`src/mlcr_map.vh`:
```
`ifndef MLCR_MAP_VH
`define MLCR_MAP_VH
// Register word indices; byte address is four times the index.
`define MLCR_IDX_GEN_CTRL    16'hb010
`define MLCR_IDX_TX_CTRL     16'hb011
`define MLCR_IDX_LANE_OFF    16'hb013
// Reset values.
`define MLCR_RST_GEN_CTRL    16'h0000
`define MLCR_RST_TX_CTRL     16'h0200
`define MLCR_RST_LANE_OFF    16'h0000
// General control bit positions.
`define MLCR_GEN_MOD_RST     15
`define MLCR_GEN_LOW_PWR     14
`define MLCR_GEN_TX_OFF      13
`define MLCR_GEN_PRG3        12
`define MLCR_GEN_PRG2        11
`define MLCR_GEN_PRG1        10
`define MLCR_GEN_ALM_TEST    9
`define MLCR_GEN_CPU_RST     8
`define MLCR_GEN_PIN_TXOFF   5
`define MLCR_GEN_PIN_LOPWR   4
`define MLCR_GEN_PIN_PRG3    3
`define MLCR_GEN_PIN_PRG1    1
// Writable masks; reserved and read-only bits are excluded.
`define MLCR_GEN_WR_MASK     16'hfe00
`define MLCR_TX_WR_MASK      16'h7fef
// Level bits of general control that follow a write directly.
`define MLCR_GEN_LVL_MASK    16'h7e00
// Every lane-off bit is writable.
`define MLCR_LANE_WR_MASK    16'hffff
// Transmit control bit positions.
`define MLCR_TX_PRBS_EN      14
`define MLCR_TX_PRBS_HI      13
`define MLCR_TX_PRBS_LO      12
`define MLCR_TX_DESKEW_OFF   11
`define MLCR_TX_FIFO_RST     10
`define MLCR_TX_FIFO_AUTO    9
`define MLCR_TX_PATH_RST     8
`define MLCR_TX_MCLK_HI      7
`define MLCR_TX_MCLK_LO      5
`define MLCR_TX_RATE_HI      3
`define MLCR_TX_RATE_LO      1
`define MLCR_TX_REFCLK_SEL   0
// Timing of the pulsed resets.
`define MLCR_MOD_RST_NS      1000
`define MLCR_CPU_RST_NS      500
`define MLCR_CLK_NS          100
`endif

```
`src/mlcr_regs.v`:
```
// Added by the designer: the Avalon-MM slave port.
`timescale 1ns/1ps
`default_nettype none
`include "mlcr_map.vh"
module mlcr_regs #(
	parameter integer MOD_RST_CYC = (`MLCR_MOD_RST_NS + `MLCR_CLK_NS - 1) / `MLCR_CLK_NS,
	parameter integer CPU_RST_CYC = (`MLCR_CPU_RST_NS + `MLCR_CLK_NS - 1) / `MLCR_CLK_NS
) (
	input  wire        clk_sys_i,
	input  wire        sys_rst_i,
	input  wire [17:0] avs_address_i,
	input  wire        avs_read_i,
	input  wire        avs_write_i,
	input  wire [31:0] avs_writedata_i,
	input  wire [3:0]  avs_byteenable_i,
	output reg  [31:0] avs_readdata_o,
	output reg         avs_waitrequest_o,
	output reg  [1:0]  avs_response_o,
	input  wire        hw_transmit_off_pin_i,
	input  wire        hw_low_power_pin_i,
	input  wire        prog_control_line_1_i,
	input  wire        prog_control_line_2_i,
	input  wire        prog_control_line_3_i,
	output reg         module_reset_o,
	output reg         cpu_reset_o,
	output reg         low_power_req_o,
	output reg         tx_off_req_o,
	output reg  [2:0]  prog_ctrl_sw_o,
	output reg         global_alarm_out_o,
	output reg  [15:0] lane_tx_off_o,
	output reg         prbs_gen_en_o,
	output reg  [1:0]  prbs_len_sel_o,
	output reg         deskew_off_o,
	output reg         tx_fifo_rst_o,
	output reg         tx_fifo_auto_rst_o,
	output reg         tx_path_rst_o,
	output reg  [2:0]  mclk_sel_o,
	output reg  [2:0]  lane_rate_sel_o,
	output reg         refclk_div64_o
);

////////////////////////////////////////////////////////////////////////////////
// Overview of the bank.
//
// Three 16-bit words sit in the low half of the 32-bit bus word.
// The word index is the byte address shifted right by two.
// Any other index answers with a decode error and changes nothing.
//
// General control word:
//   bit 15     module reset request; a 1 starts a timed pulse, a 0 does nothing.
//   bit 14     software low power request, a plain level.
//   bit 13     software transmitter disable request, a plain level.
//   bits 12:10 software copies of programmable controls 3, 2 and 1.
//   bit 9      alarm test; forces the global alarm output while set.
//   bit 8      processor reset request; a 1 starts a shorter timed pulse.
//   bits 7:6   reserved, read as zero.
//   bits 5:4   synchronised transmit-off and low-power pin levels.
//   bits 3:1   synchronised programmable control pin levels 3 to 1.
//   bit 0      reserved, read as zero.
//
// Lane-off word:
//   bit n      holds network lane n quiet when set.
//   The word only feeds the lane outputs, so it never disturbs any
//   module-level state kept elsewhere.
//
// Transmit control word:
//   bit 15     reserved, read as zero.
//   bit 14     pattern generator replaces data on all network lanes.
//   bits 13:12 pattern length selector, four choices.
//   bit 11     de-skew off.
//   bit 10     transmit FIFO reset on host and network sides.
//   bit 9      automatic FIFO reset enable; comes out of reset set.
//   bit 8      holds the transmit path in reset.
//   bits 7:5   monitor clock divider code.
//   bit 4      reserved, read as zero.
//   bits 3:1   network lane rate code.
//   bit 0      reference clock ratio, 1/16 when clear and 1/64 when set.
//
// Pulsed bits:
//   Only the module reset request reads back as 1 while its pulse runs, so
//   software can poll it for completion; the processor reset bit reads as zero.
//   Writing 1 again while a pulse runs reloads the counter and stretches it.
//   A write to the level bits in the same cycle as a pulse ends does not
//   hold the pulse bit up, because the pulse logic owns those two bits.
//
// Reserved codes:
//   Reserved monitor clock and rate codes are stored and read back as
//   written, but the outputs see code zero so no clock tree is ever steered
//   to a setting that the far side does not support.
//
// Bus timing:
//   A request is taken on the first edge it is seen, waitrequest drops for
//   exactly one cycle after that edge, and the write lands on that first
//   edge, one cycle before the master sees waitrequest low.
//   The ack flag blocks the held request from being taken twice.
//
// Outputs:
//   Every output comes from a flop, one cycle behind the stored bit, so the
//   far side never sees decode glitches.
//
// Pins:
//   The five pins are asynchronous and pass two flops before any read.
//   The readback therefore lags a pin change by two to three cycles.

////////////////////////////////////////////////////////////////////////////////
// Storage and helpers.

reg [15:0] gen_r;
reg [15:0] tx_r;
reg [15:0] lane_r;
reg [4:0]  pin_s1_r;
reg [4:0]  pin_s2_r;
reg [15:0] mod_cnt_r;
reg [15:0] cpu_cnt_r;
reg        ack_r;
reg [15:0] rdata_nxt;
reg        hit_nxt;
wire       req_w;
wire [15:0] idx_w;
wire [15:0] be_mask_w;
wire [15:0] wd_w;
wire       wr_gen_w;
wire       wr_tx_w;
wire       wr_lane_w;
wire       mod_set_w;
wire       cpu_set_w;

assign req_w     = (avs_read_i | avs_write_i) & ~ack_r;
assign idx_w     = avs_address_i[17:2];
assign be_mask_w = {{8{avs_byteenable_i[1]}}, {8{avs_byteenable_i[0]}}};
assign wd_w      = avs_writedata_i[15:0];

// Write strobes per register and the two pulse starts.
assign wr_gen_w  = req_w & avs_write_i & (idx_w == `MLCR_IDX_GEN_CTRL);
assign wr_tx_w   = req_w & avs_write_i & (idx_w == `MLCR_IDX_TX_CTRL);
assign wr_lane_w = req_w & avs_write_i & (idx_w == `MLCR_IDX_LANE_OFF);
assign mod_set_w = wr_gen_w & avs_byteenable_i[1] & wd_w[`MLCR_GEN_MOD_RST];
assign cpu_set_w = wr_gen_w & avs_byteenable_i[1] & wd_w[`MLCR_GEN_CPU_RST];

// Merges enabled byte lanes of the write into the old value, writable bits only.
function [15:0] mlcr_merge;
	input [15:0] old_v;
	input [15:0] new_v;
	input [15:0] lanes;
	input [15:0] wmask;
	begin
		mlcr_merge = (old_v & ~(lanes & wmask)) | (new_v & lanes & wmask);
	end
endfunction

// Folds reserved divider codes to disabled so the clock tree never sees them.
function [2:0] mlcr_mclk_ok;
	input [2:0] code;
	begin
		case (code)
			3'h1, 3'h2, 3'h5, 3'h7: mlcr_mclk_ok = code;
			default: mlcr_mclk_ok = 3'h0;
		endcase
	end
endfunction

////////////////////////////////////////////////////////////////////////////////
// Pin synchronisers: two flops before anything reads the pins.

always @(posedge clk_sys_i or posedge sys_rst_i) begin
	if (sys_rst_i) begin
		pin_s1_r <= 5'h00;
		pin_s2_r <= 5'h00;
	end else begin
		pin_s1_r <= {hw_transmit_off_pin_i, hw_low_power_pin_i, prog_control_line_3_i,
			prog_control_line_2_i, prog_control_line_1_i};
		pin_s2_r <= pin_s1_r;
	end
end

////////////////////////////////////////////////////////////////////////////////
// Read decode.

always @* begin
	rdata_nxt = 16'h0000;
	hit_nxt   = 1'b1;
	case (idx_w)
		`MLCR_IDX_GEN_CTRL: begin
			rdata_nxt = gen_r & `MLCR_GEN_WR_MASK;
			rdata_nxt[`MLCR_GEN_PIN_TXOFF:`MLCR_GEN_PIN_PRG1] = pin_s2_r;
		end
		`MLCR_IDX_TX_CTRL:  rdata_nxt = tx_r & `MLCR_TX_WR_MASK;
		`MLCR_IDX_LANE_OFF: rdata_nxt = lane_r;
		default: hit_nxt = 1'b0;
	endcase
end

////////////////////////////////////////////////////////////////////////////////
// Bus slave: one wait cycle, answer on the second edge of a request.

always @(posedge clk_sys_i or posedge sys_rst_i) begin
	if (sys_rst_i) begin
		ack_r             <= 1'b0;
		avs_waitrequest_o <= 1'b1;
		avs_readdata_o    <= 32'h00000000;
		avs_response_o    <= 2'h0;
	end else begin
		ack_r             <= req_w;
		avs_waitrequest_o <= ~req_w;
		if (req_w) begin
			avs_readdata_o <= avs_read_i ? {16'h0000, rdata_nxt} : 32'h00000000;
			avs_response_o <= hit_nxt ? 2'h0 : 2'h3;
		end
	end
end

////////////////////////////////////////////////////////////////////////////////
// Pulse hold counters.

// Loads on a 1 written to the module reset bit and counts the hold time down.
always @(posedge clk_sys_i or posedge sys_rst_i) begin
	if (sys_rst_i) begin
		mod_cnt_r <= 16'h0000;
	end else if (mod_set_w) begin
		mod_cnt_r <= MOD_RST_CYC[15:0];
	end else if (mod_cnt_r != 16'h0000) begin
		mod_cnt_r <= mod_cnt_r - 16'h0001;
	end
end

// Loads on a 1 written to the processor reset bit and counts the hold time down.
always @(posedge clk_sys_i or posedge sys_rst_i) begin
	if (sys_rst_i) begin
		cpu_cnt_r <= 16'h0000;
	end else if (cpu_set_w) begin
		cpu_cnt_r <= CPU_RST_CYC[15:0];
	end else if (cpu_cnt_r != 16'h0000) begin
		cpu_cnt_r <= cpu_cnt_r - 16'h0001;
	end
end

////////////////////////////////////////////////////////////////////////////////
// Register writes.

// General control: level bits follow writes; the pulse logic alone owns bits 15 and 8.
always @(posedge clk_sys_i or posedge sys_rst_i) begin
	if (sys_rst_i) begin
		gen_r <= `MLCR_RST_GEN_CTRL;
	end else begin
		if (wr_gen_w) begin
			gen_r <= mlcr_merge(gen_r, wd_w, be_mask_w, `MLCR_GEN_LVL_MASK);
		end
		if (mod_set_w) begin
			gen_r[`MLCR_GEN_MOD_RST] <= 1'b1;
		end else if (mod_cnt_r == 16'h0001) begin
			gen_r[`MLCR_GEN_MOD_RST] <= 1'b0;
		end
		if (cpu_set_w) begin
			gen_r[`MLCR_GEN_CPU_RST] <= 1'b1;
		end else if (cpu_cnt_r == 16'h0001) begin
			gen_r[`MLCR_GEN_CPU_RST] <= 1'b0;
		end
	end
end

// Transmit control: writable fields only, reserved bits stay zero.
always @(posedge clk_sys_i or posedge sys_rst_i) begin
	if (sys_rst_i) begin
		tx_r <= `MLCR_RST_TX_CTRL;
	end else if (wr_tx_w) begin
		tx_r <= mlcr_merge(tx_r, wd_w, be_mask_w, `MLCR_TX_WR_MASK);
	end
end

// Lane-off word: touches nothing but the lane outputs.
always @(posedge clk_sys_i or posedge sys_rst_i) begin
	if (sys_rst_i) begin
		lane_r <= `MLCR_RST_LANE_OFF;
	end else if (wr_lane_w) begin
		lane_r <= mlcr_merge(lane_r, wd_w, be_mask_w, `MLCR_LANE_WR_MASK);
	end
end

////////////////////////////////////////////////////////////////////////////////
// Control outputs, registered from the stored fields.

// General control outputs.
always @(posedge clk_sys_i or posedge sys_rst_i) begin
	if (sys_rst_i) begin
		module_reset_o     <= 1'b0;
		cpu_reset_o        <= 1'b0;
		low_power_req_o    <= 1'b0;
		tx_off_req_o       <= 1'b0;
		prog_ctrl_sw_o     <= 3'h0;
		global_alarm_out_o <= 1'b0;
	end else begin
		module_reset_o     <= gen_r[`MLCR_GEN_MOD_RST];
		cpu_reset_o        <= gen_r[`MLCR_GEN_CPU_RST];
		low_power_req_o    <= gen_r[`MLCR_GEN_LOW_PWR];
		tx_off_req_o       <= gen_r[`MLCR_GEN_TX_OFF];
		prog_ctrl_sw_o     <= gen_r[`MLCR_GEN_PRG3:`MLCR_GEN_PRG1];
		global_alarm_out_o <= gen_r[`MLCR_GEN_ALM_TEST];
	end
end

// Per-lane transmit disables.
always @(posedge clk_sys_i or posedge sys_rst_i) begin
	if (sys_rst_i) begin
		lane_tx_off_o <= 16'h0000;
	end else begin
		lane_tx_off_o <= lane_r;
	end
end

// Transmit control outputs; reserved codes reach the far side as zero.
always @(posedge clk_sys_i or posedge sys_rst_i) begin
	if (sys_rst_i) begin
		prbs_gen_en_o      <= 1'b0;
		prbs_len_sel_o     <= 2'h0;
		deskew_off_o       <= 1'b0;
		tx_fifo_rst_o      <= 1'b0;
		tx_fifo_auto_rst_o <= 1'b1;
		tx_path_rst_o      <= 1'b0;
		mclk_sel_o         <= 3'h0;
		lane_rate_sel_o    <= 3'h0;
		refclk_div64_o     <= 1'b0;
	end else begin
		prbs_gen_en_o      <= tx_r[`MLCR_TX_PRBS_EN];
		prbs_len_sel_o     <= tx_r[`MLCR_TX_PRBS_HI:`MLCR_TX_PRBS_LO];
		deskew_off_o       <= tx_r[`MLCR_TX_DESKEW_OFF];
		tx_fifo_rst_o      <= tx_r[`MLCR_TX_FIFO_RST];
		tx_fifo_auto_rst_o <= tx_r[`MLCR_TX_FIFO_AUTO];
		tx_path_rst_o      <= tx_r[`MLCR_TX_PATH_RST];
		mclk_sel_o         <= mlcr_mclk_ok(tx_r[`MLCR_TX_MCLK_HI:`MLCR_TX_MCLK_LO]);
		lane_rate_sel_o    <= (tx_r[`MLCR_TX_RATE_HI:`MLCR_TX_RATE_HI-1] == 2'h3)
			? 3'h0 : tx_r[`MLCR_TX_RATE_HI:`MLCR_TX_RATE_LO];
		refclk_div64_o     <= tx_r[`MLCR_TX_REFCLK_SEL];
	end
end

endmodule
`default_nettype wire

```
`config.mk`:
```
export PLATFORM = sky130hd
export DESIGN_NAME = mlcr_regs
export DESIGN_NICKNAME = d
export VERILOG_FILES = /design/src/mlcr_regs.v
export VERILOG_INCLUDE_DIRS = /design/src
export SDC_FILE = /design/constraint.sdc
export NUM_CORES = 1
export LEC_CHECK = 0
export BUFFER_PORTS_ARGS = -buffer_cell sky130_fd_sc_hd__buf_2
export CELL_PAD_IN_SITES_DETAIL_PLACEMENT = 1
export CELL_PAD_IN_SITES_GLOBAL_PLACEMENT = 2
export CORE_MARGIN = 10
export CORE_UTILIZATION = 35
export DETAILED_ROUTE_END_ITERATION = 10
export GPL_TIMING_DRIVEN = 1
export PLACE_DENSITY_LB_ADDON = 0.05
export SYNTH_ARGS = -nofsm -noshare
export SYNTH_HDL_FRONTEND = slang
export SYNTH_SLANG_ARGS = --single-unit
```
`constraint.sdc`:
```
create_clock -name clk_sys_i -period 4.6 [get_ports clk_sys_i]
set_input_delay 0 -clock clk_sys_i [delete_from_list [all_inputs] [get_ports clk_sys_i]]
set_output_delay 0 -clock clk_sys_i [all_outputs]
set_load 0.05 [all_outputs]
```
; ---- Yosys cells after proc, flatten, opt, wreduce, memory -nomap -nowiden
; Index checks and enable logic that the tools add are counted.
[word_totals]
word_cells = 85
register_bits = 164
in_bits = 63
output_inout_bits = 73
[op_classes]
n_addsub = 2
n_mux = 15
n_eq_ne = 10
n_reduce_logical = 8
n_bitwise = 21
[op_table]
columns = cell, n
row1 = $mux W16, 6
row2 = $and A16 B16 Y16, 4
row3 = $eq A16 B16 Y1 const B, 3
row4 = $pmux W16 S3, 1
row5 = $eq A16 B1 Y1 const B, 2
row6 = $not A15 Y16, 2
row7 = $or A16 B15 Y16, 2
row8 = $reduce_bool A16 Y1, 2
row9 = $sub A16 B1 Y16 const B, 2
row10 = $not A16 Y16, 1
row11 = $or A16 B16 Y16, 1
row12 = $and A1 B1 Y1, 8
row13 = $eq A3 B3 Y1 const B, 2
row14 = $mux W3, 2
row15 = $reduce_bool A3 Y1, 2
row16 = $mux W1, 5
row17 = $reduce_bool A2 Y1, 2
row18 = $reduce_or A4 Y1, 1
row19 = $eq A3 B1 Y1 const B, 1
row20 = $eq A3 B2 Y1 const B, 1
row21 = $reduce_or A3 Y1, 1
row22 = $eq A2 B2 Y1 const B, 1
row23 = $mux W2, 1
row24 = $not A1 Y1, 2
row25 = $or A1 B1 Y1, 1

; ---- Longest topological paths before layout
[logic_depth]
ltp_word = 7
mapped_depth = 7
ltp_nobuf = 6

; ---- Worst setup path after synthesis
; No wires, ideal clock.
[synth_path]
path_kind = register to register
from = reg mod_cnt_r[10]
to = reg mod_cnt_r[15]
arrival_ns = 1.943
setup_time_ns = 0.077
required_time_ns = 4.523
n_path_buf = 1
synth_period_minus_slack_ns = 2.020
slack_ns = 2.580
stages_incl_launch_ff = 6
cell_sequence = dfrtp_1 or4_1 buf_2 or4_1 or4_1 a21oi_1
[synth_via]
elab_chain_len = 3
elab_cells_between_ends = 5
cone_classes = add/sub (1) / mux (2) / reduce/logical (2)
[synth_rtl]
columns = item, line
row1 = "start, declared", mlcr_regs.v:113  ; reg [15:0] mod_cnt_r;
row2 = "start signal, assigned", mlcr_regs.v:220  ; mod_cnt_r <= MOD_RST_CYC[15:0];
row3 = "start signal, assigned", mlcr_regs.v:222  ; mod_cnt_r <= mod_cnt_r - 16'h0001;
row4 = $sub A16 B1 Y16, mlcr_regs.v:222
row5 = $mux W16, mlcr_regs.v:221  ; end else if (mod_cnt_r != 16'h0000) begin
row6 = $mux W16, mlcr_regs.v:219  ; end else if (mod_set_w) begin
; Parallel ways exist; a longest one is shown, timed or not. The select of a mux whose other input is x is not followed.
; A chain may end at the register's enable or synchronous reset.

; ---- Worst setup path in the final report
[layout_path]
from = reg cpu_cnt_r[3]
to = reg cpu_cnt_r[15]
[layout_via]
elab_chain_len = 3
elab_cells_between_ends = 5
cone_classes = add/sub (1) / mux (2) / reduce/logical (2)
[layout_rtl]
columns = item, line
row1 = "start, declared", mlcr_regs.v:114  ; reg [15:0] cpu_cnt_r;
row2 = "start signal, assigned", mlcr_regs.v:231  ; cpu_cnt_r <= CPU_RST_CYC[15:0];
row3 = "start signal, assigned", mlcr_regs.v:233  ; cpu_cnt_r <= cpu_cnt_r - 16'h0001;
row4 = $sub A16 B1 Y16, mlcr_regs.v:233
row5 = $mux W16, mlcr_regs.v:232  ; end else if (cpu_cnt_r != 16'h0000) begin
row6 = $mux W16, mlcr_regs.v:230  ; end else if (cpu_set_w) begin
; Parallel ways exist; a longest one is shown, timed or not. The select of a mux whose other input is x is not followed.

==> out/results.tsv <==
metric	value	unit
largest cells by area after synthesis	dfrtp_1 (59%), mux2_2 (6.8%), o21ai_0 (2.5%)	
vias in the first global route	4472	
CTS tree	built	
Ys Warns	0	
EDFF count, synth	0	
fillers	1697	
Final GP Congestion	0.7075	
Clock Latency Late Sink	0.42	ns
row count	46	
Slew Viols, Final	0	
crit path time final	2.336	ns
PortBufs	99	
# DRC	0	
Post-Syn Area	5638	um^2
starting DRC count in detailed routing	181	
DPL Wire Length	10160	um
total wire length	14710	um
Setup WS pre-CTS	1.888	ns
Clk pin slew, worst setup/hold paths	0.06	ns
cts bufs inserted	17	
vias after detailed routing	4010	
remaining antenna violation count	0	
CP arrival	2.67	ns
htree depth	4	
gr ovfl total	0	
clock sinks	137	
initial antenna violation count	0	
IO Pins	136	
most common cell after layout, fill and taps aside	dfrtp_1	
worst vdd ir	0.0002411	V
layout overhead on the synthesized area	26.21	%
first-pass GRT wire length	24110	um
CP endpoint kind	register	
post-synth top area cell	dfrtp_1	
die area	21590	um^2
core area	15830	um^2
fin crit share	50.78	%
post-synthesis sequential area ratio	60.87	%
Die X	146.9	um
post-CTS setup repair buffer count	0	
RSZ-0062 raised after global routing	no	
Total Routing Usage GR	13.97	%
clk root buf	clkbuf_16	
CP startpoint kind	register	
top-area cell type share of the netlist area	59.48	%
worst hold slack	0.09921	ns
classification of the worst setup path	register to register	
share of cells above drive strength 1	32.08	%
Worst Path Max Fanout	8	
Avg Vias per Cell	5.000	
DR WL/cell	18.34	um
slew margin rel.	32.72	%
final-report hold violation count	0	
hold crit path type	primary input to register	
Fin Setup TNS	0	ns
main flop type after synthesis	dfrtp_1	
Nets	640	
placed cell area	6300	um^2
FF+latch count, synth	137	
Synth cell types	60	
Slew @ Worst Pin	1.009	ns
final instance area	7116	um^2
syn_area_per_cell	12.64	um^2
Ant. Diodes	0	
Max Clock Freq	428.1	MHz
maximum root-to-sink buffer count	2	
Tot Pwr	2726	uW
Static Leak	0.003357	uW
Die Height	146.9	um
largest net degree at the start of global routing	96	
Initial Utilization	35.62	%
most frequent cells in the layout	dfrtp_1 (134), buf_2 (99), mux2_2 (34), o21ai_0 (28), a21oi_1 (26)	
status	complete, no violations	
total power divided by cell area	383.0	nW/um^2
final worst setup slack	2.264	ns
Async SR Flop Fraction	100.0	%
Final Setup Violations	0	
Post-Syn Instances	446	
Worst Skew	0.009646	ns
drt first pass iters	5	
WP data required	4.94	ns
Max Cap Violations	0	
-- final timing paths --
check,to,startpoint,slack [ns],cells past startpoint
max,cpu_cnt_r[15],cpu_cnt_r[3],2.26,4
min,avs_response_o[0],avs_address_i[16],0.1,4
max reg2reg,cpu_cnt_r[15],cpu_cnt_r[3],2.26,4
min in group asynchronous,prbs_len_sel_o[0],sys_rst_i,0.33,3
min reg2reg,pin_s2_r[0],pin_s1_r[0],0.35,0
max in group asynchronous,avs_waitrequest_o,sys_rst_i,3.21,4
-- metrics by stage --
step / cells / utilization (%)
floorplan: 461 / -
global placement: 748 / 39.80
detailed placement: 748 / 39.80
CTS: 802 / 44.96
global route: 802 / 44.96
finish: 802 / 44.96
-- timing repair --
action / in CTS / in global routing
endpoints found under the setup margin: 0 / 0
hold buffers: 22 / 0
hold endpoints to repair: 133 / 0
resized for setup: 0 / 0
-- report_power, final --
part	total (uW)	switching, uW	internal (uW)
Clock	1360	545	813
Sequential	1230	8.92	1220
Combinational	141	101	39.5
-- metal layers --
| layer | vias up | wire [um] | track usage [%] |
|---|---|---|---|
| met4 | 0 | 124 | 4.014 |
| met1 | 2013 | 6445 | 17.16 |
| li1 | 1884 | - | - |
| met5 | - | 0 | 0 |
| met2 | 102 | 7109 | 22.51 |
| met3 | 11 | 1032 | 5.221 |
-- cell families (layout without fill, tap and decap cells) --
logic type                 Yosys count  in the layout  share of synthesized area [%]
muxes                               38             38                          7.546
and+or+nand+nor                    125            125                          15.00
xor gates and xnor gates             2              2                         0.3108
DFF                                137            137                          60.87
adders and majority gates            4              4                         0.8877
buffers and inverters               45            170                          4.550
other                                1             16                        0.06651
AOI/OAI and AO/OA                   94             94                          10.76
-- worst max-delay path, stage by stage (launching register included) --
cell and delay [ns]:
dfrtp_1 0.44, nor4_1 0.69, nand4_1 0.30, or4b_2 0.67
a21oi_1 0.17
-- synth_stat cells (all sizes together) (2+ instances only) --
cell type	n
a211o	4
a21boi	2
a21o	3
a21oi	26
a222oi	10
a22oi	4
a32oi	2
and2	2
buf	24
clkbuf	7
dfrtp	134
dfstp	3
ha	4
inv	14
mux2	36
mux2i	2
nand2	21
nand3	4
nand3b	3
nand4	4
nor2	14
nor2b	7
nor3	8
nor3b	2
nor4	7
nor4b	3
o21ai	28
o21bai	2
o31ai	7
o41ai	3
or2	2
or3	15
or3b	2
or4	18
or4b	5
-- area by class of cell --
type / instances / area [um^2] / area share [%]
Sequential cell: 137 / 3432 / 48.23
Multi-Input combinational cell: 279 / 2022 / 28.42
Timing Repair Buffer: 124 / 738.2 / 10.37
Clock buffer: 18 / 429.2 / 6.031
Tap cell: 216 / 270.3 / 3.798
Clock inverter: 14 / 166.4 / 2.339
Inverter: 14 / 57.56 / 0.8089
(Power assumes the default switching activity.)
